==> src/liu_regs.vh <==
// Register map, field positions, reset values and timing counts of the long interval unit.
// Assumes a byte-wide special function register bus and a 32.768 kHz crystal input.
`ifndef LIU_REGS_VH
`define LIU_REGS_VH

`define LIU_ADDR_CONTROL 8'ha1
`define LIU_ADDR_FRACTION 8'ha2
`define LIU_ADDR_SECONDS 8'ha3
`define LIU_ADDR_MINUTES 8'ha4
`define LIU_ADDR_HOURS 8'ha5
`define LIU_ADDR_TARGET 8'ha6

`define LIU_RESET_BYTE 8'h00

`define LIU_BIT_TIMEBASE_RUN 0
`define LIU_BIT_COUNTER_RUN 1
`define LIU_BIT_MATCH_FLAG 2
`define LIU_BIT_ONE_SHOT 3
`define LIU_BIT_RATE_LO 4
`define LIU_BIT_RATE_HI 5

`define LIU_RATE_FRACTION 2'h0
`define LIU_RATE_SECONDS 2'h1
`define LIU_RATE_MINUTES 2'h2
`define LIU_RATE_HOURS 2'h3

`define LIU_FRACTION_MAX 8'h7f
`define LIU_SECONDS_MAX 8'h3b
`define LIU_MINUTES_MAX 8'h3b
`define LIU_HOURS_MAX 8'h17

`define LIU_XTAL_HZ 32768
`define LIU_FRACTION_HZ 128
`define LIU_XTAL_PER_FRACTION (`LIU_XTAL_HZ / `LIU_FRACTION_HZ)

`define LIU_IRQ_VECTOR 16'h0053

`endif

==> src/liu_xtal_edge.v <==
// Two-flop synchroniser for the crystal pin with a rising-edge pulse behind it.
// Assumes the system clock runs much faster than the crystal.
`timescale 1ns/1ps
`default_nettype none
module liu_xtal_edge (
    input wire clk,
    input wire rst,
    input wire xtal_in,
    output wire rise
);
    reg meta_q;
    reg sync_q;
    reg last_q;

    always @(posedge clk) begin
        if (rst) begin
            meta_q <= 1'b0;
            sync_q <= 1'b0;
            last_q <= 1'b0;
        end else begin
            meta_q <= xtal_in;
            sync_q <= meta_q;
            last_q <= sync_q;
        end
    end

    assign rise = sync_q & ~last_q;
endmodule
`default_nettype wire

==> src/liu_wrap_count.v <==
// One timebase stage: counts steps from zero up to MAX, then wraps and reports the overflow.
// Assumes clear has priority over load, and load over step.
`timescale 1ns/1ps
`default_nettype none
module liu_wrap_count #(
    parameter [7:0] MAX = 8'h3b
) (
    input wire clk,
    input wire rst,
    input wire clr,
    input wire load,
    input wire [7:0] load_val,
    input wire step,
    output reg [7:0] count_q,
    output wire wrap
);
    assign wrap = step & (count_q == MAX);

    always @(posedge clk) begin
        if (rst || clr) begin
            count_q <= 8'h00;
        end else if (load) begin
            count_q <= load_val;
        end else if (wrap) begin
            count_q <= 8'h00;
        end else if (step) begin
            count_q <= count_q + 8'h01;
        end
    end
endmodule
`default_nettype wire

==> src/liu_top.v <==
// Long interval unit: crystal-paced time of day counters and an 8-bit interval match counter.
// Assumes the core reaches it over a byte-wide register port and that the crystal is a pin.
//
// How it works
// - Rate select picks fraction tick, seconds, minutes or hours as interval clock.
// - Each overflow of the selected stage increments the interval counter.
// - Counter equal to target sets the match flag; software clears it.
// - Match flag with its interrupt enabled raises the interrupt request.
// - In power-down the enabled flag wakes the core, vector 0053 hex.
// - One-shot mode: a timeout clears counter run, stopping after one interval.
// - Repeat mode: the counter reloads at every timeout and keeps counting.
// - Counter run enables the interval counter; clearing it zeroes the counter.
// - Timebase run clocks the timebase; clearing it stops and zeroes it.
// - Time registers accept software writes only while timebase run is low.
// - Fraction counts every 1/128 s, wraps 127 to 0, advancing seconds.
// - Seconds count 0 to 59, wrap, and advance minutes.
// - Minutes count 0 to 59, wrap, and advance hours.
// - Hours count 0 to 23 and wrap to 0.
// - Timing derives from the crystal pin, not the core clock, surviving power-down.
`timescale 1ns/1ps
`default_nettype none
`include "liu_regs.vh"
module liu_top #(
    parameter XTAL_PER_FRACTION = `LIU_XTAL_PER_FRACTION
) (
    input wire clk,
    input wire rst,
    input wire xtal_in,
    input wire [7:0] sfr_addr,
    input wire sfr_wr,
    input wire [7:0] sfr_wdata,
    input wire sfr_rd,
    output reg [7:0] sfr_rdata,
    input wire irq_enable_prio2,
    input wire power_down,
    output wire irq_req,
    output wire wake_req,
    output wire [15:0] irq_vector
);
    reg timebase_run_q;
    reg counter_run_q;
    reg match_flag_q;
    reg one_shot_select_q;
    reg rate_sel_hi_q;
    reg rate_sel_lo_q;
    reg [7:0] target_q;
    reg [7:0] interval_q;
    reg [7:0] interval_d;
    reg [8:0] prescale_q;
    reg timeout_d;
    reg interval_step;

    wire xtal_rise;
    wire frac_tick;
    wire frac_wrap;
    wire sec_wrap;
    wire min_wrap;
    wire [7:0] frac_count;
    wire [7:0] sec_count;
    wire [7:0] min_count;
    wire [7:0] hour_count;
    wire wr_ctl;
    wire time_load_ok;
    wire [1:0] rate_sel;
    wire sel_ctl;
    wire sel_frac;
    wire sel_sec;
    wire sel_min;
    wire sel_hour;
    wire sel_target;
    wire load_frac;
    wire load_sec;
    wire load_min;
    wire load_hour;
    wire target_wr;
    wire timebase_clr;
    wire match_clr;
    wire [7:0] interval_inc;
    wire interval_hit;
    wire [7:0] ctl_read;
    reg [7:0] rd_mux;

    // Address decode; each strobe touches only the register that its address names, except that a control write stopping the timebase zeroes the time registers.
    assign sel_ctl = (sfr_addr == `LIU_ADDR_CONTROL);
    assign sel_frac = (sfr_addr == `LIU_ADDR_FRACTION);
    assign sel_sec = (sfr_addr == `LIU_ADDR_SECONDS);
    assign sel_min = (sfr_addr == `LIU_ADDR_MINUTES);
    assign sel_hour = (sfr_addr == `LIU_ADDR_HOURS);
    assign sel_target = (sfr_addr == `LIU_ADDR_TARGET);
    assign wr_ctl = sfr_wr && sel_ctl;
    assign target_wr = sfr_wr && sel_target;
    assign time_load_ok = sfr_wr && !timebase_run_q;
    assign load_frac = time_load_ok && sel_frac;
    assign load_sec = time_load_ok && sel_sec;
    assign load_min = time_load_ok && sel_min;
    assign load_hour = time_load_ok && sel_hour;
    assign rate_sel = {rate_sel_hi_q, rate_sel_lo_q};

    // The core clock may stop in power-down; pacing comes only from crystal edges.
    liu_xtal_edge u_edge (
        .clk(clk),
        .rst(rst),
        .xtal_in(xtal_in),
        .rise(xtal_rise)
    );

    // Prescaler from crystal edges to the 1/128 second tick. Nine bits hold the default
    // of 256 edges; only a crystal ratio above 512 would need a wider prescaler.
    localparam [8:0] PRESCALE_LAST = XTAL_PER_FRACTION[8:0] - 9'h001;
    assign frac_tick = timebase_run_q && xtal_rise && (prescale_q == PRESCALE_LAST);

    always @(posedge clk) begin
        if (rst || !timebase_run_q) begin
            prescale_q <= 9'h000;
        end else if (frac_tick) begin
            prescale_q <= 9'h000;
        end else if (xtal_rise) begin
            prescale_q <= prescale_q + 9'h001;
        end
    end

    liu_wrap_count #(.MAX(`LIU_FRACTION_MAX)) u_frac (
        .clk(clk),
        .rst(rst),
        .clr(timebase_clr),
        .load(load_frac),
        .load_val(sfr_wdata),
        .step(frac_tick),
        .count_q(frac_count),
        .wrap(frac_wrap)
    );

    liu_wrap_count #(.MAX(`LIU_SECONDS_MAX)) u_sec (
        .clk(clk),
        .rst(rst),
        .clr(timebase_clr),
        .load(load_sec),
        .load_val(sfr_wdata),
        .step(frac_wrap),
        .count_q(sec_count),
        .wrap(sec_wrap)
    );

    liu_wrap_count #(.MAX(`LIU_MINUTES_MAX)) u_min (
        .clk(clk),
        .rst(rst),
        .clr(timebase_clr),
        .load(load_min),
        .load_val(sfr_wdata),
        .step(sec_wrap),
        .count_q(min_count),
        .wrap(min_wrap)
    );

    liu_wrap_count #(.MAX(`LIU_HOURS_MAX)) u_hour (
        .clk(clk),
        .rst(rst),
        .clr(timebase_clr),
        .load(load_hour),
        .load_val(sfr_wdata),
        .step(min_wrap),
        .count_q(hour_count),
        .wrap()
    );

    // Stopping the timebase zeroes the time registers at the same edge as the stop write.
    // The clear is not registered, so a preload may follow the stop write back to back.
    // A control write while already stopped leaves a preloaded time untouched.
    assign timebase_clr = wr_ctl && timebase_run_q &&
        !sfr_wdata[`LIU_BIT_TIMEBASE_RUN];

    // Stage selection for the interval counter.
    always @* begin
        case (rate_sel)
            `LIU_RATE_FRACTION: interval_step = frac_tick;
            `LIU_RATE_SECONDS: interval_step = frac_wrap;
            `LIU_RATE_MINUTES: interval_step = sec_wrap;
            `LIU_RATE_HOURS: interval_step = min_wrap;
            default: interval_step = 1'b0;
        endcase
    end

    // The compare uses the incremented value, so a target of zero means 256 overflows.
    assign interval_inc = interval_q + 8'h01;
    assign interval_hit = (interval_inc == target_q);

    always @* begin
        interval_d = interval_q;
        timeout_d = 1'b0;
        if (!counter_run_q) begin
            interval_d = 8'h00;
        end else if (interval_step) begin
            if (interval_hit) begin
                timeout_d = 1'b1;
                interval_d = 8'h00;
            end else begin
                interval_d = interval_inc;
            end
        end
    end

    always @(posedge clk) begin
        if (rst) begin
            interval_q <= 8'h00;
        end else begin
            interval_q <= interval_d;
        end
    end

    // Software clears the match flag by writing its bit as zero; a one leaves it alone.
    assign match_clr = wr_ctl && !sfr_wdata[`LIU_BIT_MATCH_FLAG];

    // Clearing timebase run also zeroes the prescaler, so a restart waits a full tick.
    always @(posedge clk) begin
        if (rst) begin
            timebase_run_q <= 1'b0;
        end else if (wr_ctl) begin
            timebase_run_q <= sfr_wdata[`LIU_BIT_TIMEBASE_RUN];
        end
    end

    // A one-shot timeout wins over a same-cycle write that sets counter run, so a single
    // interval never silently turns into a second one.
    always @(posedge clk) begin
        if (rst) begin
            counter_run_q <= 1'b0;
        end else if (timeout_d && one_shot_select_q) begin
            counter_run_q <= 1'b0;
        end else if (wr_ctl) begin
            counter_run_q <= sfr_wdata[`LIU_BIT_COUNTER_RUN];
        end
    end

    // The set wins over a clearing write in the same cycle, so no match is ever lost.
    always @(posedge clk) begin
        if (rst) begin
            match_flag_q <= 1'b0;
        end else if (timeout_d) begin
            match_flag_q <= 1'b1;
        end else if (match_clr) begin
            match_flag_q <= 1'b0;
        end
    end

    always @(posedge clk) begin
        if (rst) begin
            one_shot_select_q <= 1'b0;
        end else if (wr_ctl) begin
            one_shot_select_q <= sfr_wdata[`LIU_BIT_ONE_SHOT];
        end
    end

    always @(posedge clk) begin
        if (rst) begin
            rate_sel_hi_q <= 1'b0;
            rate_sel_lo_q <= 1'b0;
        end else if (wr_ctl) begin
            rate_sel_hi_q <= sfr_wdata[`LIU_BIT_RATE_HI];
            rate_sel_lo_q <= sfr_wdata[`LIU_BIT_RATE_LO];
        end
    end

    // Any byte is a legal target; zero asks for a full 256 overflows.
    always @(posedge clk) begin
        if (rst) begin
            target_q <= `LIU_RESET_BYTE;
        end else if (target_wr) begin
            target_q <= sfr_wdata;
        end
    end

    // Reserved control bits 7 and 6 are stored nowhere and read as zero.
    assign ctl_read = {2'b00, rate_sel_hi_q, rate_sel_lo_q, one_shot_select_q, match_flag_q,
        counter_run_q, timebase_run_q};

    // The read mux is combinational and the read data register latches it on a strobe,
    // so the byte stays put between reads even while the time registers count on.
    always @* begin
        case (sfr_addr)
            `LIU_ADDR_CONTROL: rd_mux = ctl_read;
            `LIU_ADDR_FRACTION: rd_mux = frac_count;
            `LIU_ADDR_SECONDS: rd_mux = sec_count;
            `LIU_ADDR_MINUTES: rd_mux = min_count;
            `LIU_ADDR_HOURS: rd_mux = hour_count;
            `LIU_ADDR_TARGET: rd_mux = target_q;
            default: rd_mux = 8'h00;
        endcase
    end

    always @(posedge clk) begin
        if (rst) begin
            sfr_rdata <= 8'h00;
        end else if (sfr_rd) begin
            sfr_rdata <= rd_mux;
        end
    end

    // The request is a level from the flag, so it stands until software clears the flag
    // or the core masks it; waking needs nothing beyond this block's own clock.
    assign irq_req = match_flag_q && irq_enable_prio2;
    assign wake_req = irq_req && power_down;
    assign irq_vector = `LIU_IRQ_VECTOR;
endmodule
`default_nettype wire

==> config.mk <==
export PLATFORM = sky130hd
export DESIGN_NAME = liu_top
export DESIGN_NICKNAME = d
export VERILOG_FILES = /design/src/liu_xtal_edge.v /design/src/liu_wrap_count.v /design/src/liu_top.v
export VERILOG_INCLUDE_DIRS = /design/src
export SDC_FILE = /design/constraint.sdc
export NUM_CORES = 1
export LEC_CHECK = 0
export BUFFER_PORTS_ARGS = -buffer_cell sky130_fd_sc_hd__buf_4
export CAP_MARGIN = 20
export CORE_ASPECT_RATIO = 1.25
export CORE_MARGIN = 3
export CORE_UTILIZATION = 53
export DETAILED_ROUTE_END_ITERATION = 10
export PLACE_DENSITY = 0.76
export SYNTH_ARGS = -nofsm -noshare
export SYNTH_HDL_FRONTEND = slang
export SYNTH_SLANG_ARGS = --single-unit
==> constraint.sdc <==
create_clock -name clk -period 2.7 [get_ports clk]
set_clock_uncertainty 0.05 [all_clocks]
set_input_delay 0.405 -clock clk [delete_from_list [all_inputs] [get_ports clk]]
set_output_delay 0.405 -clock clk [all_outputs]
set_load 0.05 [all_outputs]
## Word level (Yosys, flattened, before mapping)

Cells that the tools add are included.

- Flip-flop bits (word level): 74

- Reductions and logical operators: 29
- Bitwise operators: 7
- Equal/unequal tests: 15
- Multiplexer cells: 20
- $add $sub $neg: 6

Operators by type and width:

| operator | number |
|---|---|
| 8-bit 2-to-1 mux | 13 |
| 8-bit == test (second input constant) | 6 |
| 8-bit one-hot mux with 6 select lines | 1 |
| 8-bit by 1-bit adder with 8-bit output (second input constant) | 5 |
| 8-bit by 6-bit == test with 1-bit output (second input constant) | 2 |
| 1-bit logical AND | 15 |
| 3-bit nonzero test | 4 |
| 9-bit by 1-bit adder with 9-bit output (second input constant) | 1 |
| 9-bit by 8-bit == test with 1-bit output (second input constant) | 1 |
| 8-bit by 5-bit == test with 1-bit output (second input constant) | 1 |
| 8-bit by 7-bit == test with 1-bit output (second input constant) | 1 |
| 8-bit == test | 1 |
| 2-bit OR reduction | 3 |
| 1-bit bitwise AND | 5 |
| 1-bit 2-to-1 mux | 5 |
| 2-bit == test (second input constant) | 2 |
| 1-bit one-hot mux with 4 select lines | 1 |
| 1-bit logical NOT | 3 |
| 2-bit by 1-bit == test with 1-bit output (second input constant) | 1 |
| 2-bit logical NOT | 1 |
| 1-bit logical OR | 2 |
| 1-bit inverter | 2 |
| 2-bit nonzero test | 1 |

## Longest topological paths before layout

- Depth in word-level cells: 12
- Depth in mapped cells: 12

## Hierarchy

From an unflattened synthesis, not the netlist that was laid out.

- Cells, all modules: 567
- Area total of the unflattened synthesis: 4702.0 sq um

By module, submodules not included:

| module | seq. area each (sq um) | cells an instance | area an instance (sq um) | instances |
|---|---|---|---|---|
| liu_top | 780.7 | 303 | 2548.7 | 1 |
| liu_wrap_count at u_min ... | 160.2 | 67 | 533.0 | 2 |
| liu_wrap_count at u_frac | 160.2 | 64 | 521.8 | 1 |
| liu_wrap_count at u_hour | 160.2 | 59 | 478.0 | 1 |
| liu_xtal_edge | 60.1 | 7 | 87.6 | 1 |

## Worst setup path after synthesis

No wires, ideal clock.

- Kind: register to register
- Start point: reg prescale_q[0]
- End point: reg u_hour.count_q[3]
- Stages on the path, launching flop included: 13
- Data required time: 2584 ps
- Path buffers: 2
- Path slack: 63 ps
- Arrival: 2521 ps
- Clock period less this slack: 2637 ps
- Path through: dfxtp_1 ha_1 nand3_1 nor2_1 ha_1 nand4b_2 or4_1 buf_2 or3_1 buf_2 nor4b_2 a21oi_1 a21oi_2

- Word-level cells in the longest chain between the ends: 8
- Elaborated cells on any way between the ends: 9

RTL lines:

| element | line | source |
|---|---|---|
| start, declared | liu_top.v:49 | `reg [8:0] prescale_q;` |
| start signal, assigned | liu_top.v:118 | `prescale_q <= prescale_q + 9'h001;` |
| 9-bit by 8-bit == test with 1-bit output (*) | liu_top.v:110 | `assign frac_tick = timebase_run_q && xtal_rise && (prescale_q == PRESCALE_LAST);` |
| 1-bit logical AND (*) | liu_top.v:110 |  |
| 1-bit bitwise AND (*) (3 in series) | liu_wrap_count.v:17 | `assign wrap = step & (count_q == MAX);` |
| 1-bit bitwise AND | liu_wrap_count.v:17 |  |
| 8-bit 2-to-1 mux | liu_wrap_count.v:24 | `end else if (wrap) begin` |
| 8-bit 2-to-1 mux | liu_wrap_count.v:22 | `end else if (load) begin` |
| end signal, assigned | liu_wrap_count.v:23 | `count_q <= load_val;` |
| end signal, assigned | liu_wrap_count.v:27 | `count_q <= count_q + 8'h01;` |
| end, declared | liu_wrap_count.v:14 | `output reg [7:0] count_q,` |

Every way passes the cells marked *; elsewhere a longest branch is shown, timed or not.
A chain may end at the register's enable or synchronous reset.

## Worst setup path in the final report

- Start point: reg prescale_q[1]
- End point: reg interval_q[6]

- Word-level cells in the longest chain between the ends: 6

RTL lines:

| element | line | source |
|---|---|---|
| 9-bit by 8-bit == test with 1-bit output (*) | liu_top.v:110 |  |
| 1-bit logical AND (*) | liu_top.v:110 |  |
| 1-bit bitwise AND (3 in series) | liu_wrap_count.v:17 |  |
| 1-bit one-hot mux with 4 select lines (*) | liu_top.v:174 | `case (rate_sel)` |
| end signal, assigned | liu_top.v:206 | `interval_q <= interval_d;` |
| end, declared | liu_top.v:47 | `reg [7:0] interval_q;` |

Marks and branches as above.

==> results.yml <==
clock_tree:
  clock_latency_ns: 0.37
  clock_sinks: 74
  cts_buffer_depth: 2
  h-tree-depth: 3
  hold_buffers: 0
  numCtsBuffers: 9
  cts_root_buf: "clkbuf_8"
  tritoncts: "done"
  path_clk_slew_ns: 0.09
die:
  core_um2: 7970
  dieWidth_um: 87.7
  dieArea_um2: 9470
  dieHeight_um: 108
  pin_count: 49
  core.rowCount: 36
  initial_core_util: 0.554
synthesis:
  yosys.area.top_type: "dfxtp_1"
  yosysWarnings: 0
  synth_area_um2: 4420
  yosysSeqAreaShare: 0.335
  ys.flop_type: "dfxtp_1"
  netlist.area_leader.share: 0.335
  synth_cells: 561
  post_synth_num_cell_types: 58
  ys_ff_latch: 74
  synth-async-reset-ratio: 0
  synth_edf_count: 0
  syn_avg_cell_area_um2: 7.88
  synth_area_leaders: "dfxtp_1 (34%), nand2_1 (5.5%), a21oi_1 (5.2%)"
worst_setup_path:
  worst_setup_path_end_kind: "flop"
  worstSetupPathType: "flop to flop"
  worstPathRequired_ns: 2.95
  crit_arrival_ns: 2.91
  startpoint_type: "flop"
  r2r_cells: 10
  crit_fanout: 5
  r2r_start: "prescale_q[1]"
  r2r_end: "interval_q[6]"
  r2r_slack_ns: 0.03
detailed_routing:
  drc: 0
  wirelength_mm: 12.1
  routed_via_density: 6.23
  num_vias: 4325
  final_antenna_net_count: 0
  dr.pass1.iters: 5
  wl_per_cell_um: 17.5
  first_iter_violations: 413
cells_and_area:
  final_cell_mix: "dfxtp_1 (69), nand2_1 (65), buf_4 (55)"
  fin_nets: 624
  layout-drive-gt1-share: 0.177
  layout_commonest_cell: "dfxtp_1"
  area_growth_pct: 14.3
  fillers: 710
  stdcell_count: 694
  utilization: 0.633
  n_antenna_cell: 0
power:
  ir_drop_v: 0.000276
  p_per_area_nw_per_um2: 451
  p_leak_nw: 1.85
timing:
  slew_headroom: 0.574
  fin_tns_setup_ns: 0
  min_period_ns: 2.67
  tightestPinTransition_ns: 0.640
  period_share: 0.988
  slew_violations: 0
  rsz0062_at_grt: "yes"
  max_freq_ghz: 0.375
  hold_violations: 0
  setup_viol: 0
run:
  max_cap_viol_count: 0
global_route:
  grt_pass1_vias: 3917
  grt_usage: 0.263
  grt_max_degree: 30
  antenna_found_initial: 0
  grt_pass1_wl_mm: 19.6
  overflow: 0
hold_path:
  hold-path-cell-count: 2
  min-delay-start: "xtal_in"
  hold_path.class: "input pin to flop"
  hold_end: "u_edge.meta_q"
place:
  port_buffers: 32
  hpwl_mm: 8.76
  gp_congestion: 0.918
  placed_cells: 674
outcome:
  status: "finished clean"
[power by group]
group          switching (mW)  internal (mW)
Combinational           0.142         0.0515
Sequential            0.00751           1.10
Clock                   0.452          0.524
[metal layers]
metal	global-route usage	routed length, um	vias up	share of wire
li1	-	-	2081	-
met1	0.344	5180	2031	0.43
met2	0.429	5890	186	0.49
met3	0.0389	719	27	0.059
met4	0.110	338	0	0.028
met5	0	0	-	0
[stage by stage]
step           hold WS [ns]  setup slack (ns)  power (mW)  cell area (um^2)
6_report              0.194            0.0326        2.28              5050
5_1_grt               0.212           -0.0806        2.34              5050
4_1_cts               0.189            0.0532        2.28              4940
3_5_place_dp          0.380            0.0740        1.32              4720
3_3_place_gp          0.368             0.151        1.32              4720
2_1_floorplan         0.364            0.0630        1.27              4470
[how the worst max path moves through the flow]
| stage | startpoint | to | cells after the start |
|---|---|---|---|
| 2_1_floorplan | prescale_q[0] | u_hour.count_q[3] | 12 |
| 3_3_place_gp | prescale_q[0] | u_hour.count_q[6] | 10 |
| 3_5_place_dp | prescale_q[0] | u_hour.count_q[3] | 10 |
| 4_1_cts | prescale_q[0] | u_hour.count_q[3] | 10 |
| 5_1_grt | prescale_q[1] | interval_q[7] | 11 |
| 6_report | prescale_q[1] | interval_q[6] | 10 |
[state kept, by name, summed over array words and instances, names as in the netlist, 8 cells and up]
name and flops:
u_sec.count_q 8, u_hour.count_q 8, sfr_rdata 8, target_q 8, interval_q 8, u_frac.count_q 8, prescale_q 9, u_min.count_q 8
[synthesized netlist by cell type (12+ instances only)]
cell,n
dfxtp_1,74
nand2_1,65
nor2_1,52
a21oi_1,46
nand3_1,31
o21ai_0,23
clkbuf_1,22
nor3_1,19
buf_4,18
a211oi_1,17
xor2_1,15
and3_1,12
[area by class of cell]
| type | instances | area [um^2] | share of cell area |
|---|---|---|---|
| multi-input cells | 445 | 2770 | 0.548 |
| flip-flops and latches | 74 | 1490 | 0.295 |
| repair buffers | 56 | 424 | 0.0840 |
| clock buffers | 10 | 128 | 0.0253 |
| well taps | 95 | 119 | 0.0235 |
| clock inverters | 6 | 90.1 | 0.0178 |
| inverters | 8 | 30.0 | 0.00595 |
[logic make-up (layout without fill, tap and decap cells)]
group / count (synthesis) / count (layout) / synth area share
adders and majority gates: 7 / 7 / 0.0198
muxes: 18 / 18 / 0.0430
and+or+nand+nor: 245 / 245 / 0.291
buffers and inverters: 56 / 80 / 0.0646
AOI/OAI and AO/OA: 136 / 136 / 0.199
other: 2 / 16 / 0.00170
xor gates and xnor gates: 23 / 23 / 0.0456
DFF: 74 / 74 / 0.335
[critical path: stages, from the launching register on]
cell     delay (ns)
dfxtp_2        0.37
ha_4           0.14
nand3_2        0.08
nor2_2         0.12
ha_2           0.23
nand3_2        0.10
or3_4          0.38
o31a_1         0.31
buf_4          0.17
or4_1          0.47
a31oi_1        0.18
[what timing repair did]
item / in CTS / in global routing
setup buffers: 0 / 4
gates resized for setup: 0 / 19
setup endpoints to repair: 0 / 14
(Power assumes the default switching activity.)
